`src/rdpg_pkg.sv`:
```
// Shared constants for the discharge select and output 3 delay registers
package rdpg_pkg;

  // ****************************************
  // Register offsets
  // ****************************************
  localparam logic [7:0] ADDR_DISCH_SECOND = 8'h41;
  localparam logic [7:0] ADDR_DISCH_THIRD  = 8'h42;
  localparam logic [7:0] ADDR_GOOD_DELAY   = 8'h43;

  // ****************************************
  // Reset values (one factory variant)
  // ****************************************
  localparam logic [7:0] RST_DISCH_SECOND  = 8'h55;
  localparam logic [7:0] RST_DISCH_THIRD   = 8'h15;
  localparam logic [2:0] RST_DELAY_CODE    = 3'h6;

  // ****************************************
  // Rails and field layout
  // ****************************************
  // Rail index i owns discharge bits [2i+1:2i] of the flat vector;
  // indices 0..3 live in the second register, 4..6 in the third
  localparam int unsigned NUM_RAILS        = 7;
  localparam int unsigned RAIL_CONV_FIVE   = 0;
  localparam int unsigned RAIL_CONV_SIX    = 1;
  localparam int unsigned RAIL_SWITCH_A1   = 2;
  localparam int unsigned RAIL_LINREG_TWO  = 3;
  localparam int unsigned RAIL_LINREG_THR  = 4;
  localparam int unsigned RAIL_SWITCH_B1   = 5;
  localparam int unsigned RAIL_SWITCH_B2   = 6;
  localparam int unsigned SECOND_RAILS     = 4;
  localparam int unsigned FIELD_W          = 2;
  localparam int unsigned DELAY_LSB        = 0;
  localparam int unsigned DELAY_W          = 3;
  localparam logic [1:0]  DISCH_OFF        = 2'h0;
  localparam logic [1:0]  DISCH_100_OHM    = 2'h1;
  localparam logic [1:0]  DISCH_200_OHM    = 2'h2;
  localparam logic [1:0]  DISCH_500_OHM    = 2'h3;

  // ****************************************
  // Output 3 source modes
  // ****************************************
  localparam logic [1:0] MODE_POWER_GOOD   = 2'h0;
  localparam logic [1:0] MODE_LEVEL_SHIFT  = 2'h1;
  localparam logic [1:0] MODE_SERIAL       = 2'h2;

  // ****************************************
  // Timing
  // ****************************************
  localparam int unsigned CLK_PERIOD_NS    = 10;
  localparam int unsigned CLK_PER_US       = 1000 / CLK_PERIOD_NS;
  localparam int unsigned DELAY_BASE_US    = 2500;
  localparam int unsigned DELAY_BASE_CYCLES = DELAY_BASE_US * CLK_PER_US;
  localparam int unsigned DELAY0_US        = 2500;
  localparam int unsigned DELAY1_US        = 5000;
  localparam int unsigned DELAY2_US        = 10000;
  localparam int unsigned DELAY3_US        = 15000;
  localparam int unsigned DELAY4_US        = 20000;
  localparam int unsigned DELAY5_US        = 50000;
  localparam int unsigned DELAY6_US        = 75000;
  localparam int unsigned DELAY7_US        = 100000;
  localparam int unsigned TICK_W           = 6;

  // Delay length in base ticks for a delay code
  function automatic logic [TICK_W-1:0] delay_ticks(input logic [2:0] code);
    int unsigned us;
    us = DELAY0_US;
    case (code)
      3'h0:    us = DELAY0_US;
      3'h1:    us = DELAY1_US;
      3'h2:    us = DELAY2_US;
      3'h3:    us = DELAY3_US;
      3'h4:    us = DELAY4_US;
      3'h5:    us = DELAY5_US;
      3'h6:    us = DELAY6_US;
      default: us = DELAY7_US;
    endcase
    return TICK_W'(us / DELAY_BASE_US);
  endfunction

endpackage

```
`src/rdpg_delay_timer.sv`:
```
// Power-good delay timer counted in coarse base ticks
`timescale 1ns/1ps
module rdpg_delay_timer #(
  parameter int unsigned BASE_CYCLES = rdpg_pkg::DELAY_BASE_CYCLES
) (
  input  wire logic                        clk,
  input  wire logic                        rst,
  input  wire logic                        clkEn,
  input  wire logic                        start,
  input  wire logic [rdpg_pkg::TICK_W-1:0] ticks,
  output logic                             done
);

  localparam int unsigned CW = (BASE_CYCLES > 1) ? $clog2(BASE_CYCLES) : 1;
  localparam logic [CW-1:0] LAST = CW'(BASE_CYCLES - 1);

  if (BASE_CYCLES < 1) begin : g_bad_base
    $error("BASE_CYCLES must be at least 1");
  end

  typedef enum logic [1:0] {T_IDLE, T_RUN, T_DONE} rdpg_tstate_e;

  typedef struct packed {
    rdpg_tstate_e                state;
    logic [CW-1:0]               cyc;
    logic [rdpg_pkg::TICK_W-1:0] left;
  } rdpg_timer_s;

  rdpg_timer_s s_r;
  rdpg_timer_s s_nxt;

  // ****************************************
  // Next state
  // ****************************************
  always_comb begin
    s_nxt = s_r;
    case (s_r.state)
      T_IDLE: begin
        if (start) begin
          s_nxt.state = T_RUN;
          s_nxt.cyc   = '0;
          s_nxt.left  = ticks;
        end
      end
      T_RUN: begin
        if (!start) begin
          s_nxt.state = T_IDLE;
        end else if (s_r.cyc == LAST) begin
          s_nxt.cyc = '0;
          if (s_r.left <= rdpg_pkg::TICK_W'(1)) begin
            s_nxt.state = T_DONE;
          end else begin
            s_nxt.left = rdpg_pkg::TICK_W'(s_r.left - 1'b1);
          end
        end else begin
          s_nxt.cyc = CW'(s_r.cyc + 1'b1);
        end
      end
      T_DONE: begin
        if (!start) begin
          s_nxt.state = T_IDLE;
        end
      end
      default: s_nxt.state = T_IDLE;
    endcase
  end

  always_ff @(posedge clk) begin
    if (rst) begin
      s_r <= '{state: T_IDLE, cyc: '0, left: '0};
    end else if (clkEn) begin
      s_r <= s_nxt;
    end
  end

  assign done = (s_r.state == T_DONE);

endmodule

```
`src/rdpg_regs.sv`:
```
// Discharge select registers and output 3 power-good delay
//
// What this block does
// - Each 2-bit discharge field picks off, 100, 200 or 500 ohms.
// - A field reads and acts as 00 whenever its rail is enabled.
// - Offset 41h holds linreg two, switch A1, converter six, five.
// - Offset 42h holds switch B2, B1 and linreg three; 7:6 read zero.
// - Offset 43h holds the 3-bit delay code in 2:0; 7:3 read zero.
// - The delay code selects 2.5 to 100 ms from a fixed table.
// - In power good mode timing starts once all grouped rails regulate; then output 3 rises.
// - The delay may be off by ten percent, so a coarse tick is used.
// - Under serial control without termination use the delay is unused.
// - Output 3 is power good, level shifter or serial-driven.
`timescale 1ns/1ps
module rdpg_regs #(
  parameter int unsigned          GROUP_W     = 7,
  parameter int unsigned          BASE_CYCLES = rdpg_pkg::DELAY_BASE_CYCLES,
  parameter logic [7:0]           RST_SECOND  = rdpg_pkg::RST_DISCH_SECOND,
  parameter logic [7:0]           RST_THIRD   = rdpg_pkg::RST_DISCH_THIRD,
  parameter logic [2:0]           RST_DELAY   = rdpg_pkg::RST_DELAY_CODE
) (
  input  wire logic                 clk,
  input  wire logic                 rst,
  input  wire logic                 clkEn,
  input  wire logic                 regWrEn,
  input  wire logic                 regRdEn,
  input  wire logic [7:0]           regAddr,
  input  wire logic [7:0]           regWrData,
  output logic      [7:0]           regRdData,
  input  wire logic [6:0]           railEnable,
  input  wire logic [GROUP_W-1:0]   railInReg,
  input  wire logic                 levelIn,
  input  wire logic [1:0]           gpo3Mode,
  input  wire logic                 vttUse,
  input  wire logic                 serialLevel,
  output logic      [7:0]           dischargeSecond,
  output logic      [5:0]           dischargeThird,
  output logic                      generalOutputThree,
  output logic                      vttEnable
);

  localparam int unsigned NR = rdpg_pkg::NUM_RAILS;
  localparam int unsigned FW = rdpg_pkg::FIELD_W;
  localparam int unsigned S2 = rdpg_pkg::SECOND_RAILS;

  if (GROUP_W < 1) begin : g_bad_group
    $error("GROUP_W must be at least 1");
  end
  if (BASE_CYCLES < 1) begin : g_bad_base
    $error("BASE_CYCLES must be at least 1");
  end

  // ****************************************
  // State
  // ****************************************
  typedef struct packed {
    logic [NR-1:0]      enMeta;
    logic [NR-1:0]      enSync;
    logic [GROUP_W-1:0] goodMeta;
    logic [GROUP_W-1:0] goodSync;
    logic               levelMeta;
    logic               levelSync;
    logic [NR*FW-1:0]   disch;
    logic [2:0]         delayCode;
    logic [7:0]         rdData;
    logic               general_output_three;
    logic               vtt;
  } rdpg_state_s;

  rdpg_state_s s_r;
  rdpg_state_s s_nxt;

  logic       groupGood;
  logic       timerStart;
  logic       timerDone;
  logic       delayUsed;
  logic [7:0] secondView;
  logic [7:0] thirdView;
  logic [7:0] delayView;

  assign groupGood = &s_r.goodSync;

  // Level shifting times the shifted input; power good, and the other modes only while vttUse is set, time the rails
  always_comb begin
    delayUsed  = 1'b0;
    timerStart = 1'b0;
    case (gpo3Mode)
      rdpg_pkg::MODE_POWER_GOOD: begin
        delayUsed  = 1'b1;
        timerStart = groupGood;
      end
      rdpg_pkg::MODE_LEVEL_SHIFT: begin
        delayUsed  = 1'b1;
        timerStart = s_r.levelSync;
      end
      default: begin
        delayUsed  = vttUse;
        timerStart = vttUse & groupGood;
      end
    endcase
  end

  // ****************************************
  // Register views
  // ****************************************
  assign secondView = s_r.disch[S2*FW-1:0];
  assign thirdView  = {2'h0, s_r.disch[NR*FW-1:S2*FW]};
  assign delayView  = {5'h00, s_r.delayCode};

  // ****************************************
  // Next state
  // ****************************************
  always_comb begin
    logic wrSecond;
    logic wrThird;
    logic [7:0] wrField;
    wrSecond = regWrEn && (regAddr == rdpg_pkg::ADDR_DISCH_SECOND);
    wrThird  = regWrEn && (regAddr == rdpg_pkg::ADDR_DISCH_THIRD);
    wrField  = 8'h00;
    s_nxt    = s_r;

    s_nxt.enMeta    = railEnable;
    s_nxt.enSync    = s_r.enMeta;
    s_nxt.goodMeta  = railInReg;
    s_nxt.goodSync  = s_r.goodMeta;
    s_nxt.levelMeta = levelIn;
    s_nxt.levelSync = s_r.levelMeta;

    for (int i = 0; i < NR; i++) begin
      wrField = (i < S2) ? regWrData : {2'h0, regWrData[5:0]};
      if (s_r.enSync[i]) begin
        s_nxt.disch[i*FW +: FW] = rdpg_pkg::DISCH_OFF;
      end else if ((i < S2) ? wrSecond : wrThird) begin
        s_nxt.disch[i*FW +: FW] = wrField[(i % S2)*FW +: FW];
      end
    end

    if (regWrEn && (regAddr == rdpg_pkg::ADDR_GOOD_DELAY)) begin
      s_nxt.delayCode =
        regWrData[rdpg_pkg::DELAY_LSB +: rdpg_pkg::DELAY_W];
    end

    if (regRdEn) begin
      case (regAddr)
        rdpg_pkg::ADDR_DISCH_SECOND: s_nxt.rdData = secondView;
        rdpg_pkg::ADDR_DISCH_THIRD:  s_nxt.rdData = thirdView;
        rdpg_pkg::ADDR_GOOD_DELAY:   s_nxt.rdData = delayView;
        default:                     s_nxt.rdData = 8'h00;
      endcase
    end

    // Output drops at once when its cause goes away
    if (gpo3Mode == rdpg_pkg::MODE_SERIAL) begin
      s_nxt.general_output_three = serialLevel;
    end else begin
      s_nxt.general_output_three = delayUsed & timerStart & timerDone;
    end
    s_nxt.vtt = vttUse & groupGood & timerDone;
  end

  always_ff @(posedge clk) begin
    if (rst) begin
      s_r <= '{enMeta:    '0,
               enSync:    '0,
               goodMeta:  '0,
               goodSync:  '0,
               levelMeta: 1'b0,
               levelSync: 1'b0,
               disch:     {RST_THIRD[5:0], RST_SECOND},
               delayCode: RST_DELAY,
               rdData:    8'h00,
               general_output_three:      1'b0,
               vtt:       1'b0};
    end else if (clkEn) begin
      s_r <= s_nxt;
    end
  end

  // ****************************************
  // Delay timer
  // ****************************************
  rdpg_delay_timer #(
    .BASE_CYCLES (BASE_CYCLES)
  ) u_timer (
    .clk   (clk),
    .rst   (rst),
    .clkEn (clkEn),
    .start (timerStart),
    .ticks (rdpg_pkg::delay_ticks(s_r.delayCode)),
    .done  (timerDone)
  );

  // ****************************************
  // Outputs
  // ****************************************
  assign regRdData          = s_r.rdData;
  assign dischargeSecond    = s_r.disch[S2*FW-1:0];
  assign dischargeThird     = s_r.disch[NR*FW-1:S2*FW];
  assign generalOutputThree = s_r.general_output_three;
  assign vttEnable          = s_r.vtt;
endmodule

```
`config.mk`:
```
export PLATFORM = sky130hd
export DESIGN_NAME = rdpg_regs
export DESIGN_NICKNAME = d
export VERILOG_FILES = /design/src/rdpg_pkg.sv /design/src/rdpg_delay_timer.sv /design/src/rdpg_regs.sv
export SDC_FILE = /design/constraint.sdc
export NUM_CORES = 1
export LEC_CHECK = 0
export BUFFER_PORTS_ARGS = -buffer_cell sky130_fd_sc_hd__buf_2
export CORE_MARGIN = 3
export CORE_UTILIZATION = 42
export DETAILED_ROUTE_END_ITERATION = 7
export PLACE_DENSITY = 0.64
export SETUP_SLACK_MARGIN = 0.15
export SYNTH_ARGS = -nofsm -noshare
export SYNTH_HDL_FRONTEND = slang
export SYNTH_HIERARCHICAL = 1
export SYNTH_SLANG_ARGS = --single-unit
```
`constraint.sdc`:
```
create_clock -name clk -period 5.7 [get_ports clk]
set_input_delay 0.57 -clock clk [delete_from_list [all_inputs] [get_ports clk]]
set_output_delay 0.57 -clock clk [all_outputs]
set_load 0.05 [all_outputs]
```
# == Word-level counts from Yosys, hierarchy flattened ==
# Index checks and enable logic that the tools add are counted.
# word_totals
ff_bits,83
inputBits,40
elab_cells,107
# classes
add_sub_neg,2
n_div,1
n_lt_le_gt_ge,1
eq_ne,21
muxes,30
bitwise_logic,4
reduce_logical,28
# ops
cell,n
$pmux W17 S7,1
$pmux W24 S2,1
$mux W2,18
$div A32 B12 Y32 const B,1
$mux W26,1
$eq A8 B7 Y1 const B,3
$mux W24,1
$pmux W8 S3,1
$add A18 B1 Y18 const B,1
$eq A18 B18 Y1 const B,1
$mux W18,1
$reduce_and A2 Y1,9
$reduce_bool A2 Y1,8
$mux W6,2
$eq A3 B3 Y1 const B,3
$ne A2 B2 Y1 const B,4
$reduce_and A7 Y1,1
$eq A3 B2 Y1 const B,2
$le A6 B1 Y1 const B,1
$ne A3 B2 Y1 const B,2
$pmux W2 S3,1
$reduce_and A6 Y1,1
$sub A6 B1 Y6 const B,1
$reduce_and A5 Y1,1
12 further kinds,21

# == Depth between registers and ports, before layout ==
# Gate-level depths: netlist (run 1).
# logic_depth
word_depth,6
depth_mapped,13

# == Cells and area by module ==
# Netlist (run 1), hierarchy kept.
# modules_own_cells
module,n_inst,cells_each,area_per_inst_um2
rdpg_regs,1,313,2763.9
rdpg_delay_timer,1,176,1432.6

# == Least setup slack after synthesis (run 1) ==
# No wires, ideal clock.
# synth_timing
path_type,reg2reg
start,"register s_r, in the netlist delayView[0]"
end,register u_timer/s_r[1] (netlist name)
setup_time_ns,0.140
arrival_ns,2.318
t_required_ns,5.560
path_slack_ns,3.243
stages_incl_launch_ff,12
path_buffers,1
cell_sequence,dfxtp_1 clkbuf_1 nand2_1 o21ai_0 ha_1 and3b_1 a31oi_1 ha_1 o311ai_0 o31ai_1 a21oi_1 a211oi_1
# synth_between
elab_chain_cells,5
word_cells_on_any_way,11
classes_between,div (1); eq/ne (6); mux (3); reduce/logical (1)
# synth_lines
item,line_no,text
"start, declared",rdpg_regs.sv:70,rdpg_state_s s_r;
"start signal, assigned",rdpg_regs.sv:163,"s_r <= '{enMeta: '0,"
"start signal, assigned",rdpg_regs.sv:175,s_r <= s_nxt;
$eq A3 B3 Y1 (tied with other cells),rdpg_pkg.sv:68,case (code)
$pmux W17 S7 (*),rdpg_pkg.sv:68,
$div A32 B12 Y32 (*),rdpg_pkg.sv:78,return TICK_W'(us / DELAY_BASE_US);
$mux W26 (*),rdpg_delay_timer.sv:39,if (start) begin
$pmux W24 S2 (*),rdpg_delay_timer.sv:37,case (s_r.state)
"end signal, assigned",rdpg_delay_timer.sv:70,"s_r <= '{state: T_IDLE, cyc: '0, left: '0};"
"end signal, assigned",rdpg_delay_timer.sv:72,s_r <= s_nxt;
"end, declared",rdpg_delay_timer.sv:29,rdpg_timer_s s_r;
# Every way passes the cells marked *; elsewhere a longest branch is shown, timed or not. The select of a mux whose other input is x is not followed.
# A chain may end at the register's enable or synchronous reset.

# == Worst setup path after layout (run 1) ==
# layout_timing
start,"register s_r, in the netlist delayView[2]"
end,register u_timer/s_r[0] (netlist name)
# The elaborated chain is that of the path after synthesis.

==> results of run 1 <==
-- sequential cells by signal, summed over array words and instances (netlist names) --
register / flops
regRdData: 8
s_nxt: 15
delayView: 3
generalOutputThree: 1
u_timer/s_r: 26
s_r: 15
vttEnable: 1
dischargeSecond: 8
dischargeThird: 6
-- power groups by stage --
stage / Clock (µW) / Sequential [µW] / Combinational [µW]
floorplan: 0 / 611 / 56.7
global placement: 0 / 612 / 82.0
detailed placement: 0 / 613 / 83.8
CTS: 459 / 599 / 84.3
global route: 486 / 601 / 92.4
finish: 447 / 599 / 83.6
-- layout make-up --
type | instances | area [µm²] | share of cell area [%]
multi-input cells | 341 | 2190 | 47.4
flip-flops and latches | 83 | 1660 | 35.9
repair buffers | 65 | 330 | 7.14
well taps | 129 | 161 | 3.49
clock buffers | 10 | 138 | 2.98
clock inverters | 6 | 72.6 | 1.57
inverters | 18 | 67.6 | 1.46
-- routing by layer --
metal	global-route usage [%]	vias up	wire length, µm
met1	22.7	1674	4380
li1	-	1770	-
met3	4.86	2	559
met2	26.5	86	4370
met5	0	-	0
met4	3.89	0	34
-- cell usage in the layout (no fill, tap or decap), types with 6 or more instances in the layout --
cell       n
dfxtp_1   83
nor2_1    80
buf_2     63
mux2i_1   36
nand2_1   35
o21ai_0   22
inv_1     18
nand3_1   16
a21oi_1   15
and3_1    11
clkbuf_8  10
nor3_1     8
xnor2_1    8
a22oi_1    6
a221o_1    6
nand4_1    6
a311o_1    6
xor2_1     6
-- worst register-to-register path, stage by stage (launching register included) --
cell	delay (ns)
dfxtp_1	0.51
inv_1	0.20
o21ai_0	0.20
ha_1	0.25
and3b_1	0.31
a31oi_1	0.12
ha_1	0.30
a2111oi_0	0.47
a21oi_1	0.07
o21ai_0	0.11
nand3_1	0.10
a21oi_1	0.14
-- worst max-delay path by stage --
stage,startpoint,to,slack [ns]
2_1_floorplan,delayView[0]$_SDFFE_PP0P_,u_timer/s_r[1]$_SDFFE_PP0P_,3.24
3_3_place_gp,clkEn,dischargeThird[0]$_SDFFE_PP1P_,2.93
3_5_place_dp,clkEn,dischargeThird[0]$_SDFFE_PP1P_,2.87
4_1_cts,delayView[2]$_SDFFE_PP1P_,u_timer/s_r[0]$_SDFFE_PP0P_,2.87
5_1_grt,delayView[2]$_SDFFE_PP1P_,u_timer/s_r[0]$_SDFFE_PP0P_,2.56
6_report,delayView[2]$_SDFFE_PP1P_,u_timer/s_r[0]$_SDFFE_PP0P_,2.85
-- cells by family (layout without fill, tap and decap cells) --
group	count (synthesis)	after routing	share of synthesized area [%]
fa+ha+maj	5	5	1.49
mux	39	39	9.39
simple gates	199	199	24.4
compound gates	84	84	14.1
buf+inv	65	99	8.14
xor+xnor	14	14	2.92
flops	83	83	39.6
-- per-stage QoR --
stage          instance area (µm²)  setup WS (ns)  power [µW]  cells  utilization [%]
2_1_floorplan                 4200           3.24         668    489                -
3_3_place_gp                  4410           2.93         694    636             46.7
3_5_place_dp                  4410           2.87         697    636             46.7
4_1_cts                       4620           2.87        1140    652             48.9
5_1_grt                       4620           2.56        1180    652             48.9
6_report                      4620           2.85        1130    652             48.9
==> qor.csv, run 1 <==
metric,value,unit
synth_top_cell_area_share,39.6,%
slowest_delay,0.51,ns
hold_path_end,s_nxt[30]$_SDFFE_PP0P_,
wl_per_cell,14.3,µm
timing.final.max_slew_violations,0,
synth_area,4200,µm²
finalSetupViolations,0,
clk_latency,0.35,ns
period_minus_slack,2.85,ns
synth-edff-count,0,
cts_buffers,9,
status,finished clean,
cts_hold_buf,0,
grt_usage,16.8,%
power_frac_clock,39.5,%
timing.final.crit_share,49.9,%
crit_fanout,11,
critPathBufInv,1,
slowest_stage,dfxtp_1,
cts_resized,0,
ant_nets,0,
rr_endpoint,u_timer/s_r[0]$_SDFFE_PP0P_,
synth_flop_cell,dfxtp_1,
p_sw,286,µW
crit_chain,inv_1 > o21ai_0 > ha_1 > and3b_1 > a31oi_1 > ha_1 > a2111oi_0 > a21oi_1 > o21ai_0 > nand3_1 > a21oi_1,
cts_tree,done,
worstHoldStart,railInReg[1],
n_antenna_cell,0,
rsz0062_at_grt,false,
place_hpwl,6860,µm
r2r_slack,2.85,ns
drv_cap,0,
drt-vias-per-instance,5.42,
routed_wl,9350,µm
core,9460,µm²
floorplan.initialDensity,44.4,%
drc,0,
hp-class,in -> reg,
ys_types,59,
die_x,106,µm
gp_congestion,0.884,
nFillCells,950,
antenna_found_initial,0,
htree_levels,3,
synth-seq-cells,83,
ios,64,
cts_setup_buffers,0,
crit_family,compound AO/OA/AOI/OAI gates,
hold-worst-slack,0.446,ns
synthTopCellsByCount,"dfxtp_1 (83), nor2_1 (80), mux2i_1 (36)",
num_vias,3532,
drive_gt1_share,17.8,%
ff2ff_path_depth,11,
clock_skew,0.00909,ns
synth_area_leaders,"dfxtp_1 (40%), mux2i_1 (8.6%), nor2_1 (7.2%), buf_4 (4.1%), nand2_1 (3.1%)",
dieArea,11200,µm²
yosys.area.top_type,dfxtp_1,
cts_num_sinks,83,
power_density,244,nW/µm²
area_delta_synth_final,10.2,%
p_comb_share,7.4,%
cts_buffer_depth,2,
die_h,106,µm
syn_nets,534,
first_iter_violations,157,
cts-root-buf,clkbuf_8,
ys_seq_area_share,39.6,%
fin_setup_tns,0,ns
synth_most_common_cell,dfxtp_1,
worst_pin_slew,0.771,ns
seq_power_share,53.1,%
intPower,844,µW
p_sw_share,25.3,%
cp-end-kind,register,
grt.overflow.total,0,
leakage,0.00188,µW
cp.required,5.99,ns
fin_nets,563,
cp.arrival,3.13,ns
max_freq,351,MHz
syn-instance-count,489,
clk_pin_slew,0.09,ns
ir_drop,0.138,mV
max_slew_margin,48.2,%
whs_path_depth,3,
finalHoldViolCount,0,
grt_pass1_vias,3260,
rows,35,
critPathKind,reg -> reg,
first_pass_iters,4,
avgSynthCellArea,8.58,µm²
start_kind,register,
reg2reg_from,delayView[2]$_SDFFE_PP1P_,
synth-async-reset-ratio,0,%
grt_pass1_wl,15500,µm
portBuffers,63,
cp.depth,11,
ys_warn_count,6,
grt_max_degree,47,
Power figures use the tool's default switching activity.
==> run 2: changes to the inputs <==
- ABC_AREA: not set -> 1
- clock period: 5.7 -> 2.75 ns (I/O delays scaled with it)
==> qor.csv, run 2 <==
metric,value,unit,change
status,finished clean,,
finalSetupViolations,0,,unchanged
synthTopCellsByCount,"nand2_1 (140), nor2_1 (104), dfxtp_1 (83)",,
dieArea,12100,µm²,+7.8%
yosys.area.top_type,dfxtp_1,,
crit_chain,inv_2 > a21oi_2 > ha_1 > nand3b_1 > nand2_2 > o211ai_2 > ha_2 > or2_1 > a21oi_1 > nor2_1 > nand2_1 > nand2_1 > o21ai_0 > nand3_1 > a21oi_1,,
grt_max_degree,42,,-11%
reg2reg_from,delayView[0]$_SDFFE_PP0P_,,
final_util,48.5,%,-0.40 points
slowest_stage,dfxtp_4,,
clk_latency,0.36,ns,about the same
portBuffers,63,,unchanged
htree_levels,3,,unchanged
period_minus_slack,2.40,ns,-0.444 ns
timing.final.crit_share,87.3,%,+37 points
max_slew_margin,27.4,%,-21 points
hp-class,in -> reg,,
fin_setup_tns,0,ns,unchanged
crit_fanout,5,,-6
worst_pin_slew,1.09,ns,+0.317 ns
drc,0,,unchanged
synth_area,4550,µm²,+8.3%
max_freq,416,MHz,+19%
syn-instance-count,677,,+38%
cts_num_sinks,83,,unchanged
rsz0062_at_grt,false,,
synth-async-reset-ratio,0,%,unchanged
finalHoldViolCount,0,,unchanged
wl_per_cell,12.4,µm,-14%
placed_cell_area,4780,µm²,+8.3%
synth-edff-count,0,,unchanged
cts_buffer_depth,2,,unchanged
layout_commonest_cell,nand2_1,,
p_total,2560,µW,+130%
hold_path_end,s_nxt[46]$_SDFFE_PP0P_,,
cp.required,3.04,ns,-2.95 ns
cts_tree,done,,
core,10400,µm²,+10%
avgSynthCellArea,6.71,µm²,-22%
die_x,110,µm,+3.8%
area_delta_synth_final,11.1,%,
grt_usage,18.5,%,+1.7 points
leakage,0.00221,µW,+17%
timing.final.max_slew_violations,0,,unchanged
drv_cap,0,,unchanged
n_antenna_cell,0,,unchanged
synth_most_common_cell,nand2_1,,
synth_flop_cell,dfxtp_1,,
start_kind,register,,
routed_wl,10600,µm,+13%
largest_register,u_timer/s_r,,
place_hpwl,7770,µm,+13%
fin_area,5050,µm²,+9.2%
cp-end-kind,register,,
gp_congestion,0.866,,-2.1%
floorplan.initialDensity,43.6,%,-0.73 points
r2r_slack,0.35,ns,-2.51 ns
critPathLaunch,delayView[0]$_SDFFE_PP0P_,,
first_pass_iters,5,,+1
cts-root-buf,clkbuf_8,,
cts_buffers,9,,unchanged
clk_pin_slew,0.09,ns,about the same
ys_types,36,,-39%
layout_common_cells,"nand2_1 (139), nor2_1 (103), dfxtp_1 (80)",,
ys_seq_area_share,36.6,%,-3.0 points
synth_top_cell_area_share,36.6,%,-3.0 points
syn_nets,722,,+35%
synth_area_leaders,"dfxtp_1 (37%), nand2_1 (12%), nor2_1 (8.6%), nand3_1 (8.1%), inv_1 (5.1%)",,
largest_register_ffs,26,,unchanged
grt_pass1_wl,18000,µm,+16%
slowest_delay,0.38,ns,-0.13 ns
crit_family,simple AND/OR/NAND/NOR gates,,
drive_gt1_share,18.3,%,+0.55 points
clock_skew,0.0111,ns,+0.00202 ns
ys_warn_count,6,,unchanged
grt.overflow.total,0,,unchanged
num_vias,4265,,+21%
drt-vias-per-instance,4.98,,-8.0%
rows,37,,+5.7%
power_density,508,nW/µm²,+110%
first_iter_violations,177,,+13%
whs_path_depth,3,,unchanged
ir_drop,0.309,mV,+120%
worstHoldStart,railEnable[3],,
ios,64,,unchanged
synth-seq-cells,83,,unchanged
ant_nets,0,,unchanged
fin_nets,761,,+35%
grt_pass1_vias,3914,,+20%
cp.arrival,2.69,ns,-0.44 ns
die_h,110,µm,+3.8%
critPathBufInv,1,,unchanged
antenna_found_initial,0,,unchanged
critPathKind,reg -> reg,,
ff2ff_path_depth,15,,+4
rr_endpoint,u_timer/s_r[1]$_SDFFE_PP0P_,,
-- run 2: changes by cell type after synthesis, moves of 11 or more --
cell     previous run  this run
and3_1             11         0
inv_1              18        62
o21ai_0            22        40
mux2i_1            36         0
a21oi_1            15        42
nand2_1            35       140
nand3_1            16        74
nor2_1             80       104
-- run 2: what timing repair did --
action,CTS,global route
setup endpoints to repair,2,2
gates resized for setup,2,8
hold buffers,0,0
buffers inserted,0,4
-- run 2: through the flow --
stage	std cells	setup WS [ns]	hold slack [ns]
2_1_floorplan	677	0.412	0.344
3_3_place_gp	837	0.238	0.446
3_5_place_dp	837	0.0521	0.451
4_1_cts	852	0.186	0.126
5_1_grt	856	0.0962	0.137
6_report	856	0.349	0.132
-- run 2: worst max-delay path by stage --
stage / cells after the start / slack [ns] / endpoint
after floorplan: 16 / 0.41 / u_timer/s_r[1]$_SDFFE_PP0P_
after global placement: 15 / 0.24 / u_timer/s_r[1]$_SDFFE_PP0P_
after detailed placement: 15 / 0.05 / u_timer/s_r[1]$_SDFFE_PP0P_
after CTS: 15 / 0.19 / u_timer/s_r[1]$_SDFFE_PP0P_
after global routing: 18 / 0.1 / u_timer/s_r[1]$_SDFFE_PP0P_
final: 15 / 0.35 / u_timer/s_r[1]$_SDFFE_PP0P_
-- run 2: layout make-up --
cell class                      count  area [µm²]
Clock buffer                        9         124
Timing Repair Buffer               72         383
Multi-Input combinational cell    481        2350
Fill cell                        1096        5370
Tap cell                          136         170
Inverter                           69         259
Clock inverter                      6        90.1
Sequential cell                    83        1670
-- run 2: power breakdown --
part	switching, µW	total (µW)	internal [µW]
combinational	217	319	101
sequential	29.3	1280	1250
clock	459	968	510
-- run 2: kinds of logic after synthesis --
family	after synthesis	synth area share, %
XOR/XNOR	3	0.578
AND/OR/NAND/NOR	381	39.0
adder cells (fa/ha/maj)	5	1.38
AO/OA/AOI/OAI	92	10.5
buffers and inverters	113	12.0
flip-flops	83	36.6
-- run 2: metal layers --
layer | GRT usage, % | vias up | share of wire, %
li1 | - | 2243 | -
met1 | 25.1 | 1942 | 48
met2 | 29.7 | 66 | 47
met3 | 3.44 | 14 | 3.8
met4 | 5.61 | 0 | 1.4
met5 | 0 | - | 0
-- run 2: worst min-delay path: stages --
cell and delay, ns:
buf_2 0.08, nor2_1 0.03, nor2_1 0.08
==> run 3: changes to the inputs <==
- CTS_BUF_LIST: not set -> sky130_fd_sc_hd__clkbuf_4
- clock period: 2.75 -> 2.3 ns (I/O delays scaled with it)
==> qor.csv, run 3 (synthesis results as in run 2) <==
metric,value,unit,change
cts_num_sinks,83,,unchanged
clk_pin_slew,0.13,ns,+0.04 ns
finalSetupViolations,0,,unchanged
fin_nets,780,,+2.5%
cts-root-buf,clkbuf_4,,
num_vias,4390,,+2.9%
power_density,506,nW/µm²,-0.23%
rsz0062_at_grt,true,,
dieArea,12100,µm²,unchanged
floorplan.initialDensity,43.6,%,unchanged
cts_tree,done,,
grt_pass1_wl,18200,µm,+1.5%
slowest_delay,0.38,ns,about the same
ant_nets,0,,unchanged
die_x,110,µm,unchanged
layout_common_cells,"nand2_1 (137), nor2_1 (102), dfxtp_1 (80)",,
leakage,0.00228,µW,+3.3%
power_frac_clock,26.9,%,-11 points
fin_setup_tns,0,ns,unchanged
fin_area,5210,µm²,+3.1%
area_delta_synth_final,14.6,%,
timing.final.crit_share,97.0,%,+9.7 points
largest_register_ffs,26,,unchanged
crit_chain,nor2_4 > a21oi_2 > ha_1 > nand3b_1 > nand2_2 > o211ai_4 > ha_4 > or2_4 > a21oi_2 > nor2_1 > nand2_1 > nand2_1 > o21ai_1 > nand3_1 > a21oi_1,,
placed_cell_area,4860,µm²,+1.6%
final_util,50.0,%,+1.5 points
seq_power_share,57.8,%,+8.0 points
status,finished clean,,
cts_buffer_depth,2,,unchanged
ir_drop,0.393,mV,+27%
p_sw_share,29.8,%,+2.3 points
n_antenna_cell,0,,unchanged
grt.overflow.total,0,,unchanged
cp.required,2.67,ns,-0.37 ns
finalHoldViolCount,0,,unchanged
portBuffers,63,,unchanged
clk_latency,0.43,ns,+0.07 ns
first_iter_violations,220,,+24%
hp-class,in -> reg,,
p_comb_share,15.2,%,+2.8 points
first_pass_iters,4,,-1
layout_commonest_cell,nand2_1,,
drv_cap,0,,unchanged
cp.arrival,2.60,ns,-0.09 ns
multi_input_area,2440,µm²,+3.8%
period_minus_slack,2.23,ns,-0.170 ns
wl_per_cell,12.2,µm,-1.3%
grt_max_degree,44,,+4.8%
gp_congestion,0.819,,-5.3%
antenna_found_initial,0,,unchanged
die_h,110,µm,unchanged
grt_usage,18.5,%,+0.044 points
p_sw,785,µW,+11%
regArea,1670,µm²,unchanged
slowest_stage,dfxtp_4,,
grt_pass1_vias,3949,,+0.89%
start_kind,register,,
routed_wl,10700,µm,+1.0%
crit_fanout,3,,-2
intPower,1850,µW,-0.31%
p_total,2640,µW,+2.9%
place_hpwl,7830,µm,+0.67%
rows,37,,unchanged
max_slew_margin,59.9,%,+33 points
drive_gt1_share,21.2,%,+2.9 points
max_freq,448,MHz,+7.6%
ios,64,,unchanged
hold-worst-slack,0.0220,ns,-0.110 ns
core,10400,µm²,unchanged
drt-vias-per-instance,5.01,,+0.58%
critPathKind,reg -> reg,,
worst_pin_slew,0.600,ns,-0.489 ns
cp-end-kind,register,,
largest_register,u_timer/s_r,,
cts_buffers,9,,unchanged
nFillCells,1107,,+1.0%
timing.final.max_slew_violations,0,,unchanged
drc,0,,unchanged
clock_skew,0.0148,ns,+0.00371 ns
htree_levels,3,,unchanged
[run 3: repair_timing]
item                       4_1_cts  5_1_grt
pin swaps                        2        7
buffers inserted                 7        6
setup endpoints to repair        2       20
resized for setup                6       17
hold buffers                     5        0
hold endpoints to repair         5        0
[run 3: per-layer routing]
metal  GRT usage, %  vias up  routed length (µm)
met5              0        -                   0
met2           29.4       69                5150
li1               -     2288                   -
met3           2.27       17                 332
met4           7.66        0                 204
met1           25.4     2016                5020
[run 3: critical path: cells and delay by family, from the launching register on]
| kind | cells | cell delay [ns] |
|---|---|---|
| simple gates | 8 | 0.90 |
| compound gates | 5 | 0.48 |
| fa+ha+maj | 2 | 0.44 |
| flops | 1 | 0.38 |
[run 3: final cells by class]
type / instances / share of cell area, %
sequential: 83 / 32.1
tap: 136 / 3.27
timing repair buffer: 91 / 10.7
clock inverter: 6 / 0.625
inverter: 69 / 4.97
clock buffer: 10 / 1.44
multi-input combinational: 481 / 46.9
[run 3: through the flow]
stage	instances	setup WS, ns
2_1_floorplan	677	0.133
3_3_place_gp	842	0.113
3_5_place_dp	842	-0.0185
4_1_cts	870	0.107
5_1_grt	876	-0.0640
6_report	876	0.0691
[run 3: final timing paths]
kind / from / endpoint / slack (ns) / depth (start not counted)
worst min-delay path: railEnable[4] / s_nxt[47]$_SDFFE_PP0P_ / 0.02 / 3
worst max register to register: delayView[2]$_SDFFE_PP1P_ / u_timer/s_r[1]$_SDFFE_PP0P_ / 0.07 / 15
worst min register to register: s_r[33]$_SDFFE_PP0P_ / s_r[33]$_SDFFE_PP0P_ / 0.47 / 2
worst max-delay path: delayView[2]$_SDFFE_PP1P_ / u_timer/s_r[1]$_SDFFE_PP0P_ / 0.07 / 15
[run 3: power by group through the flow]
stage	Clock (µW)	Combinational (µW)	Sequential [µW]
floorplan	0	295	1550
global placement	0	383	1560
detailed placement	0	388	1560
CTS	739	396	1530
global route	792	453	1530
finish	710	402	1530
